## src/core/stid_defines.vh

```
// Constants of the skip-test instruction decoder
`ifndef STID_DEFINES_VH
`define STID_DEFINES_VH

`define STID_OP_W 10
`define STID_DATA_W 4
`define STID_ADDR_W 4

`define STID_OP_CONV_DONE 10'h287
`define STID_OP_PIN_LEVEL 10'h03A
`define STID_OP_POWERDOWN 10'h003

`define STID_ADDR_IC1 4'h0
`define STID_ADDR_IC2 4'h1
`define STID_ADDR_FLAGS 4'h2
`define STID_ADDR_STATUS 4'h3
`define STID_ADDR_MASK 4'h4

`define STID_BIT_POLARITY 2
`define STID_BIT_CONV_IRQ_EN 2

`define STID_FLAG_CONV 0
`define STID_FLAG_PDOWN 1
`define STID_FLAG_PIN 2

`define STID_EVT_N 3
`define STID_EVT_CONV_SET 0
`define STID_EVT_SKIP 1
`define STID_EVT_SQUASH 2

`define STID_RST_REG 4'h0
`define STID_RST_OP 10'h000

`endif

```

## src/core/stid_sync.v

```verilog
// Two-stage synchroniser for an external pin level
`include "stid_defines.vh"

module stid_sync (
   input wire clk_sys_i,
   input wire rst_i,
   input wire async_i,
   output wire sync_o
);

   reg meta_q;
   reg sync_q;

   // First stage feeds only the second stage
   always @(posedge clk_sys_i or posedge rst_i) begin
      if (rst_i) begin
         meta_q <= 1'b0;
         sync_q <= 1'b0;
      end else begin
         meta_q <= async_i;
         sync_q <= meta_q;
      end
   end

   assign sync_o = sync_q;

endmodule // stid_sync

```

## src/core/stid_decode.v

```verilog
// Opcode decoder for the three skip-test instructions
`include "stid_defines.vh"

module stid_decode (
   input wire [`STID_OP_W-1:0] op_i,
   output wire sel_conv_o,
   output wire sel_pin_o,
   output wire sel_pdown_o
);

   function is_op;
      input [`STID_OP_W-1:0] op;
      input [`STID_OP_W-1:0] code;
      begin
         is_op = (op == code);
      end
   endfunction

   assign sel_conv_o = is_op(op_i, `STID_OP_CONV_DONE);
   assign sel_pin_o = is_op(op_i, `STID_OP_PIN_LEVEL);
   assign sel_pdown_o = is_op(op_i, `STID_OP_POWERDOWN);

endmodule // stid_decode

```

## src/core/stid_core.v

```verilog
// Skip-test instruction decode and execute unit with register port
//
// The register addresses and strobed register access are this design's own decisions.
`include "stid_defines.vh"

module stid_core (
   input wire clk_sys_i,
   input wire rst_i,
   // Instruction stream from the sequencer
   input wire instr_valid_i,
   input wire [`STID_OP_W-1:0] instr_i,
   // Peripheral flags
   input wire conv_done_set_i,
   input wire powerdown_flag_i,
   input wire ext_int_pin_i,
   // Register port
   input wire [`STID_ADDR_W-1:0] reg_addr_i,
   input wire [`STID_DATA_W-1:0] reg_wdata_i,
   input wire reg_we_i,
   input wire reg_re_i,
   output wire [`STID_DATA_W-1:0] reg_rdata_o,
   // Execute stage
   output wire exec_valid_o,
   output wire [`STID_OP_W-1:0] exec_instr_o,
   output wire exec_squash_o,
   output wire skip_next_o,
   output wire carry_we_o,
   output wire conv_done_flag_o,
   output wire irq_o
);

   // Register state
   reg [`STID_DATA_W-1:0] interrupt_control_one_q;
   reg [`STID_DATA_W-1:0] interrupt_control_two_q;
   reg [`STID_DATA_W-1:0] irq_status_q;
   reg [`STID_DATA_W-1:0] irq_mask_q;
   reg [`STID_DATA_W-1:0] rdata_q;
   reg [`STID_DATA_W-1:0] rdata_d;

   // Execute state
   reg conversion_done_flag_q;
   reg conversion_done_flag_d;
   reg skip_pending_q;
   reg skip_pending_d;
   reg exec_valid_q;
   reg [`STID_OP_W-1:0] exec_instr_q;
   reg exec_squash_q;
   reg irq_q;

   // Next values of registered state
   reg [`STID_DATA_W-1:0] interrupt_control_one_d;
   reg [`STID_DATA_W-1:0] interrupt_control_two_d;
   reg [`STID_DATA_W-1:0] irq_mask_d;
   reg exec_valid_d;
   reg [`STID_OP_W-1:0] exec_instr_d;
   reg exec_squash_d;
   reg irq_d;

   // Decode and conditions
   wire sel_conv;
   wire sel_pin;
   wire sel_pdown;
   wire pin_level;
   wire polarity_sel;
   wire conv_irq_en;
   wire live_instr;
   wire squash_now;
   reg take_skip;
   reg clear_conv;

   // Events
   wire [`STID_EVT_N-1:0] evt;
   wire [`STID_DATA_W-1:0] status_clr;

   // Register port decode
   wire we_ic1;
   wire we_ic2;
   wire we_status;
   wire we_mask;

   // Read-only flag word
   wire [`STID_DATA_W-1:0] flags_word;

   // Pin level brought into the clock domain
   stid_sync u_pin_sync (
      .clk_sys_i(clk_sys_i),
      .rst_i(rst_i),
      .async_i(ext_int_pin_i),
      .sync_o(pin_level)
   );

   // Opcode decoder
   stid_decode u_decode (
      .op_i(instr_i),
      .sel_conv_o(sel_conv),
      .sel_pin_o(sel_pin),
      .sel_pdown_o(sel_pdown)
   );

   // Control bit taps
   assign polarity_sel = interrupt_control_one_q[`STID_BIT_POLARITY];
   assign conv_irq_en = interrupt_control_two_q[`STID_BIT_CONV_IRQ_EN];

   // An instruction behind a taken skip is dropped
   assign squash_now = instr_valid_i & skip_pending_q;
   assign live_instr = instr_valid_i & ~skip_pending_q;

   // Skip condition evaluation
   always @* begin
      take_skip = 1'b0;
      clear_conv = 1'b0;
      if (live_instr) begin
         if (sel_conv) begin
            if (!conv_irq_en) begin
               take_skip = conversion_done_flag_q;
               clear_conv = conversion_done_flag_q;
            end else begin
               take_skip = 1'b0;
               clear_conv = 1'b0;
            end
         end else if (sel_pin) begin
            if (polarity_sel) begin
               take_skip = pin_level;
            end else begin
               take_skip = ~pin_level;
            end
         end else if (sel_pdown) begin
            take_skip = powerdown_flag_i;
         end
      end
   end

   // Conversion flag: a new completion wins over a clear in the same cycle
   always @* begin
      conversion_done_flag_d = conversion_done_flag_q;
      if (clear_conv) begin
         conversion_done_flag_d = 1'b0;
      end
      if (conv_done_set_i) begin
         conversion_done_flag_d = 1'b1;
      end
   end

   // Skip marker covers exactly the next instruction
   always @* begin
      skip_pending_d = skip_pending_q;
      if (squash_now) begin
         skip_pending_d = 1'b0;
      end else if (take_skip) begin
         skip_pending_d = 1'b1;
      end
   end

   always @(posedge clk_sys_i or posedge rst_i) begin
      if (rst_i) begin
         conversion_done_flag_q <= 1'b0;
         skip_pending_q <= 1'b0;
      end else begin
         conversion_done_flag_q <= conversion_done_flag_d;
         skip_pending_q <= skip_pending_d;
      end
   end

   // Next values of the execute stage; a dropped word shows as zero
   always @* begin
      exec_valid_d = live_instr;
      exec_squash_d = squash_now;
      exec_instr_d = `STID_RST_OP;
      if (live_instr) begin
         exec_instr_d = instr_i;
      end
   end

   // Execute stage outputs, one instruction cycle per word
   always @(posedge clk_sys_i or posedge rst_i) begin
      if (rst_i) begin
         exec_valid_q <= 1'b0;
         exec_instr_q <= `STID_RST_OP;
         exec_squash_q <= 1'b0;
      end else begin
         exec_valid_q <= exec_valid_d;
         exec_squash_q <= exec_squash_d;
         exec_instr_q <= exec_instr_d;
      end
   end

   // Address match for one register of the port
   function addr_hit;
      input [`STID_ADDR_W-1:0] addr;
      input [`STID_ADDR_W-1:0] target;
      begin
         addr_hit = (addr == target);
      end
   endfunction

   // Write decode
   assign we_ic1 = reg_we_i & addr_hit(reg_addr_i, `STID_ADDR_IC1);
   assign we_ic2 = reg_we_i & addr_hit(reg_addr_i, `STID_ADDR_IC2);
   assign we_status = reg_we_i & addr_hit(reg_addr_i, `STID_ADDR_STATUS);
   assign we_mask = reg_we_i & addr_hit(reg_addr_i, `STID_ADDR_MASK);

   // Next values of the control registers
   always @* begin
      interrupt_control_one_d = interrupt_control_one_q;
      interrupt_control_two_d = interrupt_control_two_q;
      irq_mask_d = irq_mask_q;
      if (we_ic1) begin
         interrupt_control_one_d = reg_wdata_i;
      end
      if (we_ic2) begin
         interrupt_control_two_d = reg_wdata_i;
      end
      if (we_mask) begin
         irq_mask_d = reg_wdata_i;
      end
   end

   // Interrupt control registers
   always @(posedge clk_sys_i or posedge rst_i) begin
      if (rst_i) begin
         interrupt_control_one_q <= `STID_RST_REG;
         interrupt_control_two_q <= `STID_RST_REG;
         irq_mask_q <= `STID_RST_REG;
      end else begin
         interrupt_control_one_q <= interrupt_control_one_d;
         interrupt_control_two_q <= interrupt_control_two_d;
         irq_mask_q <= irq_mask_d;
      end
   end

   // Events that raise status bits
   assign evt[`STID_EVT_CONV_SET] = conv_done_set_i;
   assign evt[`STID_EVT_SKIP] = take_skip;
   assign evt[`STID_EVT_SQUASH] = squash_now;
   assign status_clr = we_status ? reg_wdata_i : `STID_RST_REG;

   // Sticky status, write one to clear, set wins
   genvar gi;
   generate
      for (gi = 0; gi < `STID_EVT_N; gi = gi + 1) begin : g_status
         always @(posedge clk_sys_i or posedge rst_i) begin
            if (rst_i) begin
               irq_status_q[gi] <= 1'b0;
            end else if (evt[gi]) begin
               irq_status_q[gi] <= 1'b1;
            end else if (status_clr[gi]) begin
               irq_status_q[gi] <= 1'b0;
            end
         end
      end
   endgenerate

   // Unused top status bit
   always @(posedge clk_sys_i or posedge rst_i) begin
      if (rst_i) begin
         irq_status_q[`STID_DATA_W-1] <= 1'b0;
      end else begin
         irq_status_q[`STID_DATA_W-1] <= 1'b0;
      end
   end

   // Level interrupt from unmasked status
   always @* begin
      irq_d = |(irq_status_q & irq_mask_q);
   end

   always @(posedge clk_sys_i or posedge rst_i) begin
      if (rst_i) begin
         irq_q <= 1'b0;
      end else begin
         irq_q <= irq_d;
      end
   end

   // Read-only flag word, top bit unused
   assign flags_word[`STID_FLAG_CONV] = conversion_done_flag_q;
   assign flags_word[`STID_FLAG_PDOWN] = powerdown_flag_i;
   assign flags_word[`STID_FLAG_PIN] = pin_level;
   assign flags_word[`STID_DATA_W-1] = 1'b0;

   // Read mux
   always @* begin
      rdata_d = `STID_RST_REG;
      if (reg_re_i) begin
         case (reg_addr_i)
            `STID_ADDR_IC1: begin
               rdata_d = interrupt_control_one_q;
            end
            `STID_ADDR_IC2: begin
               rdata_d = interrupt_control_two_q;
            end
            `STID_ADDR_FLAGS: begin
               rdata_d = flags_word;
            end
            `STID_ADDR_STATUS: begin
               rdata_d = irq_status_q;
            end
            `STID_ADDR_MASK: begin
               rdata_d = irq_mask_q;
            end
            default: begin
               rdata_d = `STID_RST_REG;
            end
         endcase
      end
   end

   always @(posedge clk_sys_i or posedge rst_i) begin
      if (rst_i) begin
         rdata_q <= `STID_RST_REG;
      end else begin
         rdata_q <= rdata_d;
      end
   end

   // Outputs
   assign reg_rdata_o = rdata_q;
   assign exec_valid_o = exec_valid_q;
   assign exec_instr_o = exec_instr_q;
   assign exec_squash_o = exec_squash_q;
   assign skip_next_o = skip_pending_q;
   assign conv_done_flag_o = conversion_done_flag_q;
   assign irq_o = irq_q;
   // Skip tests never write carry
   assign carry_we_o = 1'b0;

endmodule // stid_core

```

## config.mk

```make
export PLATFORM = sky130hd
export DESIGN_NAME = stid_core
export DESIGN_NICKNAME = d
export VERILOG_FILES = /design/src/core/stid_sync.v /design/src/core/stid_decode.v /design/src/core/stid_core.v
export VERILOG_INCLUDE_DIRS = /design/src /design/src/core
export SDC_FILE = /design/constraint.sdc
export NUM_CORES = 1
export LEC_CHECK = 0
export BUFFER_PORTS_ARGS = -buffer_cell sky130_fd_sc_hd__buf_2
export CORE_ASPECT_RATIO = 0.5
export CORE_MARGIN = 4
export CORE_UTILIZATION = 25
export DETAILED_ROUTE_END_ITERATION = 16
export GPL_ROUTABILITY_DRIVEN = 0
export PLACE_DENSITY = 0.55
export RECOVER_POWER = 25
export SETUP_SLACK_MARGIN = 0.5
export SLEW_MARGIN = 40
export SYNTH_ARGS = -nofsm -noshare
export SYNTH_HDL_FRONTEND = slang
export SYNTH_SLANG_ARGS = --single-unit
```

## constraint.sdc

```tcl
create_clock -name clk_sys_i -period 2.31 [get_ports clk_sys_i]
set_clock_uncertainty 0.15 [all_clocks]
set_input_delay 0.462 -clock clk_sys_i [delete_from_list [all_inputs] [get_ports clk_sys_i]]
set_output_delay 0.462 -clock clk_sys_i [all_outputs]
set_load 0.1 [all_outputs]
```

==> reports/results.txt, run 1 <==
Outcome -> completed
Syn-to-layout area delta -> 27.60%
Critical-path cell list -> buf_2
Initial antenna violation count -> 0
Peak supply drop -> 0.3019 mV
Routed WL -> 3410 microns
RSZ-0062 raised after global routing -> no
Net count, final -> 197
Final Hold Fails -> 0
Hold buffers post-CTS -> 0
DRC -> 0
Commonest non-fill, non-tap cells in the layout -> buf_2, dfrtp_1, and2_1
Xor and xnor area share after synthesis -> 0.5473%
Postcts setup bufs -> 0
Clock Sinks -> 36
Max-Cap Viols -> 0
Pin count of the biggest net entering global routing -> 37
Most common cell after layout, fill and taps aside -> buf_2
Vias in the first global route -> 1130
Fraction of the yosys area taken by sequential cells -> 56.29%
FF+latch count, synth -> 36
Final worst slack -> 569.6 ps
FMAX -> 574.6 MHz
Distinct cells, synth -> 40
Fillers -> 627
Post-synthesis compound-gate area fraction -> 7.506%
Simple-Gate Fraction of Synth Area -> 20.02%
Core ar. -> 6131 sq um
Synth top area share -> 56.29%
Pre-antenna DRT Iters -> 4
Tmin final -> 1740 ps
Syn Nets -> 150
Initial Util -> 26.10%
P per Cell Area -> 861.3 nW/um^2
Number of buffers created by CTS -> 5
CP Buf/Inv Count -> 1
Max-slew headroom -> 39.28%
Share of layout cells above drive strength 1 -> 41.86%
Post-CTS sizing -> 0
Total area of sequential cells -> 902.1 sq um
Min-Delay Path Class -> input pin to flip-flop
Die width -> 121.1 microns
1st-iter DRT viols -> 55
Die footprint -> 7823 sq um
I/O pin cnt -> 46
Drt wl/cell -> 13.12 microns
Global-route wire length before repair -> 5582 microns
Worst-Skew Late Latency -> 270 ps
Post-Syn Area -> 1600 sq um
TritonCTS clock tree -> yes
Grt ovf -> 0
Total number of vias -> 1115
Final Max Tran Viols -> 0
Clock Path Buffers -> 2
Setup violations, final -> 0
Post-Place Worst Slack -> 574.7 ps
Crit start category -> flip-flop
H-tree Lvls -> 2
Rows -> 20
Clk root buf -> clkbuf_16
Worst Tran Pin Value -> 910.8 ps
Setup TNS -> 0 ps
ANT cells -> 0
Worst path required time -> 1700 ps
Tot GR Track Use -> 9.050%
Chip Height -> 64.58 microns
CP Capture Type -> output pin
Post-DR vias/cell -> 4.288
WP data arrival -> 1130 ps
Syn avg cell area -> 12.91 sq um
Number of synthesis warnings -> 0
Kind of critical path -> flip-flop to output pin
Top post-synthesis cells by area -> dfrtp_1, mux2_2, and2_1, mux2_4, mux2i_1
Max FO, Critical Path -> 6
Slowest CP cell -> buf_2
Post-synth top area cell -> dfrtp_1
Max incr delay on CP -> 440 ps
Largest family of logic cells by synthesized area -> simple AND/OR/NAND/NOR gates
Pleak -> 0.9911 nW
Crit share post-route -> 75.34%
Mux contribution to synthesized area -> 11.88%
Clock transition at the registers of the reported paths -> 60 ps
Adder-cell share of the synthesized area -> 0%
Synth Instances -> 124
I/O Buffers -> 44
Multi-input gate area -> 643.1 sq um
Number of routed nets with antenna violations -> 0
Detail Placement HPWL -> 2592 microns
CP delay by family, top -> buffers and inverters
-- report_power, final --
part | total [W] | leakage, nW | internal, W | switching (W)
sequential | 0.000750 | 0.449 | 0.000703 | 0.0000467
clock | 0.000671 | 0.0701 | 0.000429 | 0.000242
combinational | 0.000338 | 0.472 | 0.000114 | 0.000224
-- Yosys cell counts (all sizes together) --
| cell type | count |
|---|---|
| dfrtp | 36 |
| mux2 | 12 |
| and2 | 10 |
| nand2 | 7 |
| nor2 | 7 |
| buf | 4 |
| mux2i | 4 |
| nand3 | 4 |
| o221a | 4 |
| a21o | 3 |
| a22oi | 3 |
| and2b | 3 |
| inv | 3 |
| o21ai | 3 |
| nand4 | 2 |
| nor2b | 2 |
| nor3 | 2 |
| a21oi | 1 |
| a222oi | 1 |
| and3 | 1 |
| and3b | 1 |
| and4 | 1 |
| and4b | 1 |
| clkbuf | 1 |
| conb | 1 |
| nand3b | 1 |
| nand4b | 1 |
| nor4 | 1 |
| nor4b | 1 |
| nor4bb | 1 |
| or2 | 1 |
| xor2 | 1 |
-- final timing paths --
path                                      to  slack [ps]  cells after the start               from
max                              skip_next_o         570                      1        skip_next_o
min                        u_pin_sync.meta_q         140                      1      ext_int_pin_i
max reg2reg                      skip_next_o         880                      4        skip_next_o
min reg2reg                u_pin_sync.sync_o         200                      0  u_pin_sync.meta_q
max in group asynchronous        skip_next_o        1080                      3              rst_i
min in group asynchronous    exec_instr_o[2]         310                      3              rst_i
-- kinds of logic after synthesis --
kind of cell,Yosys count
compound gates,15
xor+xnor,1
buf+inv,8
flops,36
mux,16
other cells,1
simple gates,47
-- metrics by stage --
stage	total power, W	hold WS [ps]	std cells	cell area (sq um)	utilization, %
after detailed placement	0.001102	194.0	252	1894	30.90
after floorplan	0.001017	181.2	124	1602	-
final	0.001759	145.0	260	2042	33.31
after global placement	0.001098	183.2	252	1894	30.90
after global routing	0.001845	144.4	260	2042	33.31
after CTS	0.001786	142.6	260	2044	33.35
-- worst reg2reg max path, delay by kind of cell (launching register included) --
family           cells  cell delay [ps]
AO/OA/AOI/OAI        2              350
flip-flops           1              440
AND/OR/NAND/NOR      2              410
-- metal layers --
metal	share of wire [%]	track usage, %	vias up
li1	-	-	536
met2	48	14.86	19
met1	46	11.46	555
met3	4.1	2.354	5
met4	1.3	3.631	0
met5	0	0	-
-- cell type report --
type,instances,area share [%]
sequential,36,44.18
multi-input combinational,80,31.50
timing repair buffer,45,11.03
clock buffer,7,6.985
tap,88,5.392
inverter,3,0.5515
clock inverter,1,0.3676
-- sequential cells by signal (all words and copies together), names as in the netlist --
| register | count |
|---|---|
| reg_rdata_o | 4 |
| exec_squash_o | 1 |
| exec_instr_o | 10 |
| u_pin_sync.meta_q | 1 |
| exec_valid_o | 1 |
| interrupt_control_one_q | 4 |
| irq_mask_q | 4 |
| irq_o | 1 |
| irq_status_q | 3 |
| u_pin_sync.sync_o | 1 |
| conv_done_flag_o | 1 |
| skip_next_o | 1 |
| interrupt_control_two_q | 4 |
(Power assumes the default switching activity.)
==> run 2, diff against run 1 <==
--- a/config.mk
+++ b/config.mk
@@ -12,7 +12,7 @@
 export CORE_UTILIZATION = 25
 export DETAILED_ROUTE_END_ITERATION = 16
 export GPL_ROUTABILITY_DRIVEN = 0
-export PLACE_DENSITY = 0.55
+export PLACE_DENSITY = 0.57
 export RECOVER_POWER = 25
 export SETUP_SLACK_MARGIN = 0.5
 export SLEW_MARGIN = 40
==> constraint.sdc (replaced) <==
create_clock -name clk_sys_i -period 1.6 [get_ports clk_sys_i]
set_clock_uncertainty 0.15 [all_clocks]
set_input_delay 0.32 -clock clk_sys_i [delete_from_list [all_inputs] [get_ports clk_sys_i]]
set_output_delay 0.32 -clock clk_sys_i [all_outputs]
set_load 0.1 [all_outputs]
==> run 2 against run 1 <==
  * The flow now finishes with violations (hold timing)
  * Cell count rose by 5.8%
  * Via count rose by 7.5%
  * Wire length rose by 14%
  * Largest power group unchanged
  * Critical path depth rose by 3
  * Power rose by 58%
  * Highest routed layer unchanged
  * Worst setup slack got worse by 410 ps
  * Final area rose by 31%
  * Worst hold slack got worse by 260 ps
  * Critical endpoint is now skip_next_o
  * Sequential share of layout area fell by 7.7 points
  * Register-to-register slack got worse by 720 ps
==> reports/results.txt, run 2 (synthesis results as in run 1) <==
Combinational power share -> 23.4% (+4.2 points)
Vias in the first global route -> 1216 (+7.6%)
Core ar. -> 6131 sq um (unchanged)
R2r setup slk -> 160 ps (-720 ps)
Chip Height -> 64.58 microns (unchanged)
Max-Cap Viols -> 0 (unchanged)
WP depth -> 4 (+3)
Share of layout cells above drive strength 1 -> 64.17% (+22 points)
Max incr delay on CP -> 510 ps (+70 ps)
R2R Path End -> skip_next_o
Detail Placement HPWL -> 2776 microns (+7.1%)
Internal power -> 0.001998 W (+60%)
FMAX -> 692.5 MHz
Worst Tran Pin Value -> 621.7 ps (-289.1 ps)
Initial antenna violation count -> 0 (unchanged)
Power share of the clock group -> 36.3% (-1.9 points)
I/O Buffers -> 44 (unchanged)
CP Buf/Inv Count -> 0 (-1)
WP data arrival -> 1500 ps (+370 ps)
H-tree Lvls -> 2 (unchanged)
Max FO, Critical Path -> 5 (-1)
1st-iter DRT viols -> 50 (-9.1%)
RSZ-0062 raised after global routing -> yes
Setup violations, final -> 0 (unchanged)
Worst path required time -> 1650 ps (-50 ps)
Routed WL -> 3872 microns (+14%)
Pin count of the biggest net entering global routing -> 26 (-30%)
Psw -> 0.0007810 W (+52%)
WHS -> -116.8 ps (-261.8 ps)
Syn-to-layout area delta -> 66.54%
Drt wl/cell -> 14.08 microns (+7.4%)
Worst-Skew Late Latency -> 280 ps (about the same)
Outcome -> finished, violations left
Die width -> 121.1 microns (unchanged)
Post-DR vias/cell -> 4.360 (+1.7%)
Tmin final -> 1444 ps
Clock Path Buffers -> 2 (unchanged)
Rows -> 20 (unchanged)
Fin area -> 2665 sq um (+31%)
Final Hold Fails -> 11 (+11)
Number of routed nets with antenna violations -> 0 (unchanged)
Critical-path cell list -> nor4b_4 > nand4b_1 > o221a_2 > o21ai_1
R2r startpoint -> skip_next_o
Grt ovf -> 0 (unchanged)
Slowest CP cell -> dfrtp_4
TritonCTS clock tree -> yes
Commonest non-fill, non-tap cells in the layout -> buf_2, dfrtp_4, buf_12
Tot GR Track Use -> 10.31% (+1.3 points)
Number of cells on the worst reg-to-reg path -> 4 (unchanged)
Initial Util -> 26.10% (unchanged)
CP Capture Type -> flip-flop
Clock transition at the registers of the reported paths -> 60 ps (about the same)
Kind of critical path -> flip-flop to flip-flop
Clk root buf -> clkbuf_16
Net count, final -> 212 (+7.6%)
Peak supply drop -> 0.3984 mV (+32%)
Max-slew headroom -> 58.55% (+19 points)
Crit start category -> flip-flop
ANT cells -> 0 (unchanged)
Setup TNS -> 0 ps (unchanged)
Switching share of total power -> 28.11% (-1.1 points)
Crit share post-route -> 90.25%
P per Cell Area -> 1043 nW/um^2 (+21%)
CP delay by family, top -> flip-flops
Die footprint -> 7823 sq um (unchanged)
Max FFs per register -> 10 (unchanged)
Global-route wire length before repair -> 6272 microns (+12%)
Min-Delay Path Class -> input pin to asynchronous set/reset pin
Total number of vias -> 1199 (+7.5%)
DRC -> 0 (unchanged)
Clock Sinks -> 36 (unchanged)
Most common cell after layout, fill and taps aside -> buf_2
I/O pin cnt -> 46 (unchanged)
Placed inst area -> 2251 sq um (+19%)
Flop pwr share -> 40.2% (-2.4 points)
Number of buffers created by CTS -> 5 (unchanged)
Pleak -> 1.162 nW (+17%)
Final Max Tran Viols -> 0 (unchanged)
Fillers -> 564 (-10%)
Pre-antenna DRT Iters -> 4 (unchanged)
Failing checks -> hold timing
## run 2: cell types whose count changed in the layout (fill, tap and decap cells not counted), sizes merged
cell    delta
clkbuf     +1
buf       +15
inv        -1
## run 2: per-stage QoR
step                cells  total power [W]  utilization, %  setup slack [ps]  hold slack, ps
detailed placement    256         0.001711           36.71             12.66           139.0
floorplan             124         0.001522               -             67.59           123.6
global placement      256         0.001704           36.71             23.85           138.1
finish                275         0.002779           43.47             155.9          -116.8
CTS                   274         0.002785           42.80             147.5          -158.8
global route          275         0.002905           43.47             87.17          -74.87
## run 2: how the worst max path moves through the flow
stage,from,end,slack [ps]
after floorplan,skip_next_o,skip_next_o,70
after global placement,reg_addr_i[3],interrupt_control_one_q[3],20
after detailed placement,reg_addr_i[3],interrupt_control_one_q[0],10
after CTS,skip_next_o,skip_next_o,150
after global routing,skip_next_o,skip_next_o,90
final,skip_next_o,skip_next_o,160
## run 2: worst reg2reg max path, stage by stage, from the launching register on
cell      delay, ps
dfrtp_4         510
nor4b_4         240
nand4b_1        130
o221a_2         260
o21ai_1          80
## run 2: layer usage
layer  vias to the layer above  global-route usage (%)  part of all wire (%)  routed length (microns)
li1                        560                       -                     -                        -
met1                       604                   12.63                    44                     1688
met2                        29                   17.35                    51                     1961
met3                         6                   3.051                   4.1                      160
met4                         0                   3.771                   1.6                       62
met5                         -                       0                     0                        0
## run 2: what timing repair did
action | CTS | global route
gates resized for setup | 40 | 14
endpoints found under the setup margin | 50 | 53
gates cloned | 1 | 0
endpoints found under the hold margin | 11 | 11
pin swaps | 10 | 4
buffers inserted | 9 | 1
## run 2: cell type report
type	instances	area (sq um)	area share [%]
Sequential cell	36	972.2	36.48
Multi-Input combinational cell	80	739.5	27.75
Timing Repair Buffer	60	674.4	25.31
Clock buffer	8	156.4	5.869
Tap cell	88	110.1	4.131
Inverter	3	12.51	0.4695
## run 2: power by group through the flow
stage	clock [W]	sequential, W	combinational (W)
floorplan	0	0.00128	0.000245
global placement	0	0.00112	0.000581
detailed placement	0	0.00112	0.000587
CTS	0.00104	0.00111	0.000637
global route	0.00108	0.00113	0.000690
finish	0.00101	0.00112	0.000651
